**src/dcs_pkg.sv**
```systemverilog
// Shared constants and helpers for the dynamic clock switch block
`default_nettype none
package dcs_pkg;
  // Register byte offsets
  localparam logic [7:0] DCS_OFF_CMD   = 8'h00;
  localparam logic [7:0] DCS_OFF_SEL   = 8'h04;
  localparam logic [7:0] DCS_OFF_WDT   = 8'h08;
  localparam logic [7:0] DCS_OFF_CAUSE = 8'h0C;
  localparam logic [7:0] DCS_OFF_STAT  = 8'h10;
  // Command register layout and codes
  localparam int         DCS_CCE_BIT   = 7;
  localparam int         DCS_RDY_BIT   = 4;
  localparam logic [7:0] DCS_CCE_ONLY  = 8'h80;
  localparam logic [3:0] DCS_CMD_DIS   = 4'h1;
  localparam logic [3:0] DCS_CMD_ENA   = 4'h2;
  localparam logic [3:0] DCS_CMD_REQ   = 4'h3;
  localparam logic [3:0] DCS_CMD_SW    = 4'h4;
  localparam logic [3:0] DCS_CMD_REC   = 4'h5;
  localparam logic [3:0] DCS_CMD_ARL   = 4'h6;
  localparam int         DCS_CCE_TOUT  = 4;
  // Select register and fuse byte layout
  localparam int         DCS_SUT_LSB   = 4;
  localparam int         DCS_CLOCK_OUTPUT_BIT_BIT  = 6;
  localparam logic [3:0] DCS_SRC_MASK  = 4'hF;
  // Watchdog control and reset cause register layout
  localparam int         DCS_WDE_BIT   = 4;
  localparam int         DCS_WDIE_BIT  = 5;
  localparam int         DCS_ARL_BIT   = 6;
  localparam int         DCS_WATCHDOG_RESET_FLAG_BIT  = 3;
  // Source indices and their select codes
  localparam int         DCS_NSRC      = 5;
  localparam logic [2:0] DCS_IX_RC     = 3'h0;
  localparam logic [2:0] DCS_IX_WDO    = 3'h1;
  localparam logic [2:0] DCS_IX_EXT    = 3'h2;
  localparam logic [2:0] DCS_IX_LF     = 3'h3;
  localparam logic [2:0] DCS_IX_XTAL   = 3'h4;
  localparam logic [2:0] DCS_IX_NONE   = 3'h7;
  localparam logic [3:0] DCS_CODE_EXT  = 4'h0;
  localparam logic [3:0] DCS_CODE_RC   = 4'h2;
  localparam logic [3:0] DCS_CODE_WDO  = 4'h3;
  localparam logic [3:0] DCS_CODE_LF   = 4'h4;
  localparam logic [3:0] DCS_CODE_XTAL = 4'h8;
  // Monitor needs this many system ticks per watchdog tick
  localparam logic [3:0] DCS_MON_RATIO = 4'h4;
  localparam logic [1:0] DCS_RESP_OK   = 2'h0;
  localparam logic [1:0] DCS_RESP_ERR  = 2'h2;

  function automatic logic [2:0] dcs_code2ix(input logic [3:0] c);
    if (c == DCS_CODE_EXT) return DCS_IX_EXT;
    if (c == DCS_CODE_RC) return DCS_IX_RC;
    if (c == DCS_CODE_WDO) return DCS_IX_WDO;
    if (c == DCS_CODE_LF) return DCS_IX_LF;
    if (c[3]) return DCS_IX_XTAL;
    return DCS_IX_NONE;
  endfunction

  function automatic logic [3:0] dcs_ix2code(input logic [2:0] i);
    case (i)
      DCS_IX_RC:   return DCS_CODE_RC;
      DCS_IX_WDO:  return DCS_CODE_WDO;
      DCS_IX_EXT:  return DCS_CODE_EXT;
      DCS_IX_LF:   return DCS_CODE_LF;
      default:     return DCS_CODE_XTAL;
    endcase
  endfunction
endpackage
`default_nettype wire

```
**src/dcs_clock_switch.sv**
```systemverilog
// Dynamic clock switch: command decode, source control, AXI4-Lite regs
// How it works
// - At reset the select register loads from the low fuse byte; writable later.
// - Fuses map to source and startup fields; clock-output fuse enters inverted.
// - Enable turns on the selected source with the startup time chosen.
// - Enable also starts the readiness count for that source.
// - Disable turns off only the selected source, never the running system source.
// - Each source keeps its own enable, so several run together.
// - Availability request counts source ticks to the startup limit, then flags ready.
// - Ready clears when a count starts and then holds until the next.
// - Recover writes the running system source code into the source field only.
// - System clock selects among RC, watchdog osc, ext clock, LF osc, crystal.
// - Each command follows a change-enable-only write; codes 1 to 6.
// - Source code sits in the low nibble of the select register.
// - One software-enabled external source at a time; ext and LF enables shared with the timer, which can lend both at once.
// - Auto-reload overrides watchdog enable; reset action only, no interrupt.
// - Watchdog prescale field sets the timeout in both modes.
// - Auto-reload clears only by reset; watchdog reset flag records that cause.
// - Monitoring detects loss only at four or more ticks per watchdog tick.
// - Commands change only via the two-step write; one executes at a time.
`default_nettype none
module dcs_clock_switch
  import dcs_pkg::*;
#(
  parameter int CNT_W   = 16,
  parameter int LIMIT_0 = 1024,
  parameter int LIMIT_1 = 1024,
  parameter int LIMIT_2 = 16384,
  parameter int LIMIT_3 = 32768
) (
  input  wire logic          CLK,            // System clock, 10 MHz
  input  wire logic          RESET,          // Synchronous reset, high
  input  wire logic [7:0]    FUSE_LOW,       // Low configuration fuse byte
  input  wire logic          WDT_CAUSE,      // Reset was raised by watchdog
  input  wire logic [4:0]    SRC_TICK,       // Per-source tick pulses
  input  wire logic          ATMR_EXT_REQ,   // Timer wants the ext clock
  input  wire logic          ATMR_LF_REQ,    // Timer wants the LF osc
  output var  logic [4:0]    SRC_ENABLE,     // Per-source oscillator enable
  output var  logic [2:0]    SYS_SRC,        // Index driving system clock
  output var  logic          CLK_OUT_EN,     // Clock output pin enable
  output var  logic          CLK_READY,      // Readiness flag
  output var  logic [3:0]    WDT_PRESCALE,   // Watchdog timeout select
  output var  logic          WDT_RST_EN,     // Watchdog reset action on
  output var  logic          WDT_IRQ_EN,     // Watchdog interrupt on
  output var  logic          WDT_RELOAD,     // Hardware reload pulse
  input  wire logic [7:0]    S_AXI_AWADDR,   // Write address
  input  wire logic          S_AXI_AWVALID,  // Write address valid
  output var  logic          S_AXI_AWREADY,  // Write address ready
  input  wire logic [31:0]   S_AXI_WDATA,    // Write data
  input  wire logic [3:0]    S_AXI_WSTRB,    // Write strobes
  input  wire logic          S_AXI_WVALID,   // Write data valid
  output var  logic          S_AXI_WREADY,   // Write data ready
  output var  logic [1:0]    S_AXI_BRESP,    // Write response
  output var  logic          S_AXI_BVALID,   // Write response valid
  input  wire logic          S_AXI_BREADY,   // Write response ready
  input  wire logic [7:0]    S_AXI_ARADDR,   // Read address
  input  wire logic          S_AXI_ARVALID,  // Read address valid
  output var  logic          S_AXI_ARREADY,  // Read address ready
  output var  logic [31:0]   S_AXI_RDATA,    // Read data
  output var  logic [1:0]    S_AXI_RRESP,    // Read response
  output var  logic          S_AXI_RVALID,   // Read data valid
  input  wire logic          S_AXI_RREADY    // Read data ready
);
  generate
    if (LIMIT_0 < 1 || LIMIT_3 >= (1 << CNT_W) || LIMIT_2 >= (1 << CNT_W)
        || LIMIT_1 < 1) begin : g_chk
      $error("dcs_clock_switch: limits do not fit CNT_W");
    end
  endgenerate

  logic [7:0]       aw_addr_r;
  logic [7:0]       w_data_r;
  logic             w_lane0_r;
  logic             aw_full_r;
  logic             w_full_r;
  logic             wr_fire;
  logic             wr_hit;
  logic [3:0]       csel_r;
  logic [1:0]       csut_r;
  logic             clock_output_bit_r;
  logic             cce_r;
  logic [2:0]       cce_cnt_r;
  logic [4:0]       src_en_r;
  logic [2:0]       sys_ix_r;
  logic [2:0]       cnt_ix_r;
  logic [3:0]       wdp_r;
  logic             wde_r;
  logic             wdie_r;
  logic             arl_r;
  logic             watchdog_reset_flag_r;
  logic [3:0]       mon_cnt_r;
  logic             cmd_wr;
  logic             cmd_go;
  logic [3:0]       cmd;
  logic [2:0]       sel_ix;
  logic             sel_ok;
  logic             sel_ext;
  logic             ext_busy;
  logic             ena_ok;
  logic             cnt_start;
  logic [CNT_W-1:0] cnt_limit;
  logic             cnt_ready;
  logic [4:0]       tmr_grant;
  logic [31:0]      rd_val;
  logic             rd_hit;

  // Write path: address and data taken in either order
  assign wr_fire = aw_full_r && w_full_r && !S_AXI_BVALID;
  assign wr_hit  = aw_addr_r[7:2] <= DCS_OFF_STAT[7:2]
                   && aw_addr_r[1:0] == 2'h0;

  always_ff @(posedge CLK) begin
    if (RESET) begin
      aw_full_r <= 1'b0;
      aw_addr_r <= 8'h00;
    end else if (S_AXI_AWVALID && S_AXI_AWREADY) begin
      aw_full_r <= 1'b1;
      aw_addr_r <= S_AXI_AWADDR;
    end else if (wr_fire) begin
      aw_full_r <= 1'b0;
    end
  end

  always_ff @(posedge CLK) begin
    if (RESET) begin
      w_full_r  <= 1'b0;
      w_data_r  <= 8'h00;
      w_lane0_r <= 1'b0;
    end else if (S_AXI_WVALID && S_AXI_WREADY) begin
      w_full_r  <= 1'b1;
      w_data_r  <= S_AXI_WDATA[7:0];
      w_lane0_r <= S_AXI_WSTRB[0];
    end else if (wr_fire) begin
      w_full_r <= 1'b0;
    end
  end

  always_ff @(posedge CLK) begin
    if (RESET) begin
      S_AXI_AWREADY <= 1'b0;
      S_AXI_WREADY  <= 1'b0;
      S_AXI_BVALID  <= 1'b0;
      S_AXI_BRESP   <= DCS_RESP_OK;
    end else begin
      S_AXI_AWREADY <= !aw_full_r && !(S_AXI_AWVALID && S_AXI_AWREADY);
      S_AXI_WREADY  <= !w_full_r && !(S_AXI_WVALID && S_AXI_WREADY);
      if (wr_fire) begin
        S_AXI_BVALID <= 1'b1;
        S_AXI_BRESP  <= wr_hit ? DCS_RESP_OK : DCS_RESP_ERR;
      end else if (S_AXI_BREADY) begin
        S_AXI_BVALID <= 1'b0;
      end
    end
  end

  // Command decode: only a write to the command register with lane 0
  assign cmd_wr = wr_fire && w_lane0_r && aw_addr_r == DCS_OFF_CMD;
  assign cmd_go = cmd_wr && cce_r && !w_data_r[DCS_CCE_BIT];
  assign cmd    = w_data_r[3:0];
  assign sel_ix = dcs_code2ix(csel_r & DCS_SRC_MASK);
  assign sel_ok = sel_ix != DCS_IX_NONE;
  assign sel_ext = sel_ix >= DCS_IX_EXT && sel_ok;
  // Another external source already on and not the selected one
  assign ext_busy = |(src_en_r[4:2] & ~(3'h1 << (sel_ix - DCS_IX_EXT)));
  assign ena_ok = sel_ok && !(sel_ext && ext_busy);
  assign cnt_start = cmd_go && sel_ok
                     && ((cmd == DCS_CMD_ENA && ena_ok)
                         || cmd == DCS_CMD_REQ);

  // Change enable opens a short window that a later write cannot extend
  always_ff @(posedge CLK) begin
    if (RESET) begin
      cce_r     <= 1'b0;
      cce_cnt_r <= 3'h0;
    end else if (cmd_wr && cce_r) begin
      cce_r     <= 1'b0;
    end else if (cmd_wr && w_data_r == DCS_CCE_ONLY) begin
      cce_r     <= 1'b1;
      cce_cnt_r <= 3'(DCS_CCE_TOUT);
    end else if (cce_r) begin
      cce_cnt_r <= cce_cnt_r - 3'h1;
      if (cce_cnt_r == 3'h1) begin
        cce_r <= 1'b0;
      end
    end
  end

  // Select register: fuse image at reset, software and recover later
  always_ff @(posedge CLK) begin
    if (RESET) begin
      csel_r <= FUSE_LOW[3:0];
      csut_r <= FUSE_LOW[DCS_SUT_LSB +: 2];
      clock_output_bit_r <= !FUSE_LOW[DCS_CLOCK_OUTPUT_BIT_BIT];
    end else if (cmd_go && cmd == DCS_CMD_REC) begin
      csel_r <= dcs_ix2code(sys_ix_r);
    end else if (wr_fire && w_lane0_r && aw_addr_r == DCS_OFF_SEL) begin
      csel_r <= w_data_r[3:0];
      csut_r <= w_data_r[DCS_SUT_LSB +: 2];
      clock_output_bit_r <= w_data_r[DCS_CLOCK_OUTPUT_BIT_BIT];
    end
  end

  // Per-source enables latched independently
  always_ff @(posedge CLK) begin
    if (RESET) begin
      src_en_r <= 5'h00;
      src_en_r[dcs_code2ix(FUSE_LOW[3:0]) == DCS_IX_NONE ? DCS_IX_RC
               : dcs_code2ix(FUSE_LOW[3:0])] <= 1'b1;
    end else if (cmd_go && cmd == DCS_CMD_ENA && ena_ok) begin
      src_en_r[sel_ix] <= 1'b1;
    end else if (cmd_go && cmd == DCS_CMD_DIS && sel_ok
                 && sel_ix != sys_ix_r) begin
      src_en_r[sel_ix] <= 1'b0;
    end
  end

  // System source moves only to a source that is running
  always_ff @(posedge CLK) begin
    if (RESET) begin
      sys_ix_r <= dcs_code2ix(FUSE_LOW[3:0]) == DCS_IX_NONE ? DCS_IX_RC
                  : dcs_code2ix(FUSE_LOW[3:0]);
    end else if (cmd_go && cmd == DCS_CMD_SW && sel_ok
                 && src_en_r[sel_ix]) begin
      sys_ix_r <= sel_ix;
    end
  end

  // Readiness count follows the source latched at its start
  always_ff @(posedge CLK) begin
    if (RESET) begin
      cnt_ix_r <= DCS_IX_RC;
    end else if (cnt_start) begin
      cnt_ix_r <= sel_ix;
    end
  end

  always_comb begin
    case (csut_r)
      2'h0:    cnt_limit = CNT_W'(LIMIT_0);
      2'h1:    cnt_limit = CNT_W'(LIMIT_1);
      2'h2:    cnt_limit = CNT_W'(LIMIT_2);
      default: cnt_limit = CNT_W'(LIMIT_3);
    endcase
  end

  dcs_ready_cnt #(
    .CNT_W (CNT_W)
  ) u_ready (
    .clk   (CLK),
    .reset (RESET),
    .start (cnt_start),
    .limit (cnt_limit),
    .tick  (SRC_TICK[cnt_ix_r]),
    .ready (cnt_ready),
    .busy  ()
  );

  // Timer may borrow ext or LF only while no other external is set in src_en_r; it can lend both at once
  assign tmr_grant = {1'b0,
                      ATMR_LF_REQ && !src_en_r[DCS_IX_EXT]
                        && !src_en_r[DCS_IX_XTAL],
                      ATMR_EXT_REQ && !src_en_r[DCS_IX_LF]
                        && !src_en_r[DCS_IX_XTAL],
                      2'h0};

  // Watchdog control: standard fields and sticky auto-reload
  always_ff @(posedge CLK) begin
    if (RESET) begin
      wdp_r  <= 4'h0;
      wde_r  <= 1'b0;
      wdie_r <= 1'b0;
      arl_r  <= 1'b0;
    end else begin
      if (wr_fire && w_lane0_r && aw_addr_r == DCS_OFF_WDT) begin
        wdp_r  <= w_data_r[3:0];
        wde_r  <= w_data_r[DCS_WDE_BIT];
        wdie_r <= w_data_r[DCS_WDIE_BIT];
      end
      if (cmd_go && cmd == DCS_CMD_ARL) begin
        arl_r <= 1'b1;
      end
    end
  end

  // Flag tells whether the last reset came from the watchdog
  always_ff @(posedge CLK) begin
    if (RESET) begin
      watchdog_reset_flag_r <= WDT_CAUSE;
    end else if (wr_fire && w_lane0_r && aw_addr_r == DCS_OFF_CAUSE
                 && w_data_r[DCS_WATCHDOG_RESET_FLAG_BIT]) begin
      watchdog_reset_flag_r <= 1'b0;
    end
  end

  // Reload only while system ticks outrun the watchdog osc by the ratio
  always_ff @(posedge CLK) begin
    if (RESET) begin
      mon_cnt_r  <= 4'h0;
      WDT_RELOAD <= 1'b0;
    end else begin
      WDT_RELOAD <= 1'b0;
      if (SRC_TICK[DCS_IX_WDO]) begin
        mon_cnt_r  <= 4'h0;
        WDT_RELOAD <= arl_r && mon_cnt_r >= DCS_MON_RATIO;
      end else if (SRC_TICK[sys_ix_r] && mon_cnt_r != 4'hF) begin
        mon_cnt_r <= mon_cnt_r + 4'h1;
      end
    end
  end

  // Registered outputs
  always_ff @(posedge CLK) begin
    if (RESET) begin
      SRC_ENABLE   <= 5'h00;
      SYS_SRC      <= DCS_IX_RC;
      CLK_OUT_EN   <= 1'b0;
      CLK_READY    <= 1'b0;
      WDT_PRESCALE <= 4'h0;
      WDT_RST_EN   <= 1'b0;
      WDT_IRQ_EN   <= 1'b0;
    end else begin
      SRC_ENABLE   <= src_en_r | tmr_grant;
      SYS_SRC      <= sys_ix_r;
      CLK_OUT_EN   <= clock_output_bit_r;
      CLK_READY    <= cnt_ready;
      WDT_PRESCALE <= wdp_r;
      WDT_RST_EN   <= wde_r || arl_r;
      WDT_IRQ_EN   <= wdie_r && !arl_r;
    end
  end

  // Read path: one read at a time, answer one cycle after address
  always_comb begin
    rd_val = 32'h0000_0000;
    rd_hit = 1'b1;
    case (S_AXI_ARADDR)
      DCS_OFF_CMD:   rd_val[7:0] = {cce_r, 2'h0, cnt_ready, 4'h0};
      DCS_OFF_SEL:   rd_val[7:0] = {1'b0, clock_output_bit_r, csut_r, csel_r};
      DCS_OFF_WDT:   rd_val[7:0] = {1'b0, arl_r, wdie_r, wde_r, wdp_r};
      DCS_OFF_CAUSE: rd_val[7:0] = {4'h0, watchdog_reset_flag_r, 3'h0};
      DCS_OFF_STAT:  rd_val[15:0] = {3'h0, src_en_r, 4'h0,
                                     dcs_ix2code(sys_ix_r)};
      default:       rd_hit = 1'b0;
    endcase
  end

  always_ff @(posedge CLK) begin
    if (RESET) begin
      S_AXI_ARREADY <= 1'b0;
      S_AXI_RVALID  <= 1'b0;
      S_AXI_RDATA   <= 32'h0000_0000;
      S_AXI_RRESP   <= DCS_RESP_OK;
    end else begin
      S_AXI_ARREADY <= !S_AXI_RVALID && !(S_AXI_ARVALID && S_AXI_ARREADY);
      if (S_AXI_ARVALID && S_AXI_ARREADY) begin
        S_AXI_RVALID <= 1'b1;
        S_AXI_RDATA  <= rd_val;
        S_AXI_RRESP  <= rd_hit ? DCS_RESP_OK : DCS_RESP_ERR;
      end else if (S_AXI_RREADY) begin
        S_AXI_RVALID <= 1'b0;
      end
    end
  end
endmodule // dcs_clock_switch
`default_nettype wire

```
**src/dcs_ready_cnt.sv**
```systemverilog
// Oscillation cycle counter that declares a source ready
`default_nettype none
module dcs_ready_cnt
  import dcs_pkg::*;
#(
  parameter int CNT_W = 16
) (
  input  wire logic             clk,    // System clock
  input  wire logic             reset,  // Synchronous reset
  input  wire logic             start,  // Begin a new count
  input  wire logic [CNT_W-1:0] limit,  // Terminal tick count
  input  wire logic             tick,   // One tick of the counted source
  output var  logic             ready,  // Count reached
  output var  logic             busy    // Count running
);
  logic [CNT_W-1:0] cnt_r;

  generate
    if (CNT_W < 3 || CNT_W > 24) begin : g_chk
      $error("dcs_ready_cnt: CNT_W out of range");
    end
  endgenerate

  always_ff @(posedge clk) begin
    if (reset) begin
      cnt_r <= '0;
      busy  <= 1'b0;
    end else if (start) begin
      cnt_r <= '0;
      busy  <= 1'b1;
    end else if (busy && tick) begin
      cnt_r <= cnt_r + 1'b1;
      if (cnt_r + 1'b1 == limit) begin
        busy <= 1'b0;
      end
    end
  end

  // Flag drops at start and then holds until the next start
  always_ff @(posedge clk) begin
    if (reset || start) begin
      ready <= 1'b0;
    end else if (busy && tick && cnt_r + 1'b1 == limit) begin
      ready <= 1'b1;
    end
  end
endmodule // dcs_ready_cnt
`default_nettype wire

```
**config.mk**
```make
export PLATFORM = sky130hd
export DESIGN_NAME = dcs_clock_switch
export DESIGN_NICKNAME = d
export VERILOG_FILES = /design/src/dcs_pkg.sv /design/src/dcs_clock_switch.sv /design/src/dcs_ready_cnt.sv
export SDC_FILE = /design/constraint.sdc
export NUM_CORES = 1
export LEC_CHECK = 0
export ABC_CLOCK_PERIOD_IN_PS = 4100
export BUFFER_PORTS_ARGS = -buffer_cell sky130_fd_sc_hd__buf_2
export CORE_MARGIN = 5
export CORE_UTILIZATION = 55
export DETAILED_ROUTE_END_ITERATION = 7
export PLACE_DENSITY = 0.93
export SYNTH_ARGS = -nofsm -noshare
export SYNTH_HDL_FRONTEND = slang
export SYNTH_SLANG_ARGS = --single-unit
```
**constraint.sdc**
```tcl
create_clock -name CLK -period 4.1 [get_ports CLK]
set_clock_uncertainty 0.05 [all_clocks]
set_input_delay 0.82 -clock CLK [delete_from_list [all_inputs] [get_ports CLK]]
set_output_delay 0.82 -clock CLK [all_outputs]
set_load 0.01 [all_outputs]
```
==> results.md <==
- Global Route met3 Usage: 3.78%
- Met2 GRT Util: 37.9%
- Internal Power: 0.00146 W
- Yosys cell types: 61
- CP required: 4.18 ns
- CP Capture Type: flip-flop
- Area leader, netlist: dfxtp_1
- Post-Syn Instances: 605
- GRT Total Usage: 22.0%
- Final Non-Filler Cells: 802
- Filler cell count: 747
- Yosys Warn Count: 0
- Routing usage on met1: 26.7%
- Core ar.: 9240 sq um
- CTS Buffer Depth: 2
- Die Ht: 107 um
- Rows: 35
- Worst-Margin Slew: 0.683 ns
- Power, Total: 0.00202 W
- Slew headroom: 54.4%
- F_max: 302 MHz
- Sink Count: 108
- Worst-skew pair later-pin latency: 0.38 ns
- Max VDD drop: 167 uV
- Share of layout cells above drive strength 1: 17.1%
- Clock transition at path regs: 0.11 ns
- Sw frac: 27.7%
- Via count: 4575
- Vias in the first global route: 4364
- DR WL/cell: 15.4 um
- Finished Cell Area: 5790 sq um
- Placer Congestion: 0.892
- Post-DR vias/cell: 5.70
- Hold path cells: 1
- CTS tree: yes
- GR peak layer: met2
- Ys async rst share: 0%
- H-tree levels: 3
- Mapped Avg Cell Area: 8.60 sq um
- Drt drc: 0
- Max-cap viol count: 0
- Global route total overflow: 0
- Total wire length: 12.4 mm
- Antenna diode count: 0
- Initial antenna violation count: 0
- DP Area: 5580 sq um
- Final Slew Violations: 0
- Leading cell type in the layout, fill and taps excluded: dfxtp_1
- Setup violations, final: 0
- Combinational Power Share: 9.7%
- Post-CTS Setup Bufs: 0
- Worst EP arrival: 3.39 ns
- Post-DP HPWL: 8.88 mm
- Synth area leaders: dfxtp_1 35%, edfxtp_1 9.2%, nand2_1 5.5%, nor2_1 5.2%, a21oi_1 5.1%
- Ports: 133
- Hold_sp: S_AXI_RVALID
- Reg2reg path depth: 11
- CTS Root Cell: clkbuf_8
- First-pass GRT wire length: 20.6 mm
- Die area: 11500 sq um
- Cts repair resizes: 0
- Setup TNS: 0 ns
- Largest net degree at the start of global routing: 71
- Min Clock Period, post-route: 3.31 ns
- NetSw: 0.000561 W
- Clock Power Share: 33.4%
- Hold Fails Final Rpt: 0
- Yosys reg bits: 108
- Most frequent cells in the layout: 92 x dfxtp_1, 83 x buf_2, 76 x nand2_1
- Cell area power density: 349 nW/um^2
- Die Wd: 107 um
- Crit path kind: reg2reg
- Clock buffer count from CTS: 9
- Crit path from: csel_r[0]
- Status: finished clean
- Layout Nets: 751
- Synth top area share: 35.4%
- P_leak: 2.38 nW
- FF-to-FF Start: csel_r[0]
- Post-route ant nets: 0
- Placed cell count: 786
- HP Class: reg2reg
- Critical Path Start Type: flip-flop
- Hold-fix buffers, CTS: 0
- Flop-to-flop setup slack: 0.79 ns
- 1st-iter DRT viols: 289
- Unrepaired setup endpoints after global routing: false
- Ys flop type: dfxtp_1
- IO Port Bufs: 83
- Sequential share of the synthesized area: 44.6%
- EDFF count, synth: 16
- CP max FO: 6
- Sequential group share of total power: 56.8%
- Pre-antenna DRT Iters: 5
- Layout Area Growth over Synthesis: 11.4%
- Initial Util: 56.3%
- Post-Syn Area: 5200 sq um
- Final Cycle Share: 80.8%
- Post-layout util: 62.7%
final timing paths:
path / to
setup / recovery: flip-flop
hold reg to reg: S_AXI_ARREADY
setup reg to reg: flip-flop
hold / removal: S_AXI_ARREADY
Yosys cell counts (3+ instances only):
cell / instances
nor2b_1: 16
ha_1: 8
nor2_1: 72
and3_1: 10
o31ai_1: 5
clkbuf_1: 23
o22ai_1: 3
a22oi_1: 4
mux2i_1: 16
buf_1: 5
dfxtp_1: 92
nand3_1: 18
nand2b_1: 7
nand3b_1: 5
nor3_1: 20
a31oi_1: 5
a32oi_1: 3
buf_4: 22
o21ai_0: 18
mux2_2: 4
or2_2: 3
and3b_1: 3
nand2_1: 76
xnor2_1: 13
edfxtp_1: 16
o21ai_1: 4
a21oi_1: 53
and2_1: 8
nor3b_1: 4
nand4_1: 8
xor2_1: 10
inv_1: 13
logic make-up after synthesis:
logic type / synth area share, %
muxes: 4.38
adders and majority gates: 1.92
and+or+nand+nor: 25.3
other: 0.0721
xor gates and xnor gates: 3.87
DFF: 44.6
AOI/OAI and AO/OA: 13.4
buffers and inverters: 6.33
critical path, cell delays in order (launching register included):
cell	delay (ns)
edfxtp_1	0.50
nor2b_1	0.20
a21oi_1	0.17
nor2b_1	0.38
ha_1	0.32
nor2b_1	0.14
o21ai_0	0.10
a222oi_1	0.13
a21o_1	0.24
and4b_1	0.22
a41oi_1	0.45
o21ai_1	0.16
per-layer routing:
metal  wire length (um)  vias to the layer above  part of all wire [%]
li1                   -                     2188                     -
met1               4990                     2106                    40
met2               5990                      234                    48
met3                974                       47                   7.9
met4                403                        0                   3.3
met5                  0                        -                     0
power groups by stage:
stage	sequential [W]	combinational (W)	clock, W
floorplan	0.00115	0.000154	0
global placement	0.00117	0.000185	0
detailed placement	0.00117	0.000192	0
CTS	0.00115	0.000194	0.000679
global route	0.00115	0.000218	0.000725
finish	0.00115	0.000197	0.000676
metrics by stage:
step	worst slack, ns	hold slack (ns)
2_1_floorplan	1.40	0.386
3_3_place_gp	1.00	0.387
3_5_place_dp	0.924	0.392
4_1_cts	0.811	0.409
5_1_grt	0.634	0.423
6_report	0.789	0.402
layout make-up:
type | instances | area [sq um] | area share, %
well taps | 129 | 161 | 2.79
repair buffers | 84 | 423 | 7.30
clock inverters | 6 | 62.6 | 1.08
flip-flops and latches | 108 | 2320 | 40.1
clock buffers | 10 | 149 | 2.57
multi-input cells | 452 | 2630 | 45.3
inverters | 13 | 48.8 | 0.842
state kept, by name (all words and copies together) (netlist names), 2 cells and up, named ones only:
| signal | count |
|---|---|
| csel_r | 4 |
| wdp_r | 4 |
| cce_cnt_r | 3 |
| cnt_ix_r | 3 |
| SRC_ENABLE | 5 |
| mon_cnt_r | 4 |
| w_data_r | 8 |
| SYS_SRC | 3 |
| aw_addr_r | 8 |
| u_ready.cnt_r | 16 |
| S_AXI_RDATA | 13 |
| WDT_PRESCALE | 4 |
| sys_ix_r | 3 |
| csut_r | 2 |
(Power assumes the default switching activity.)
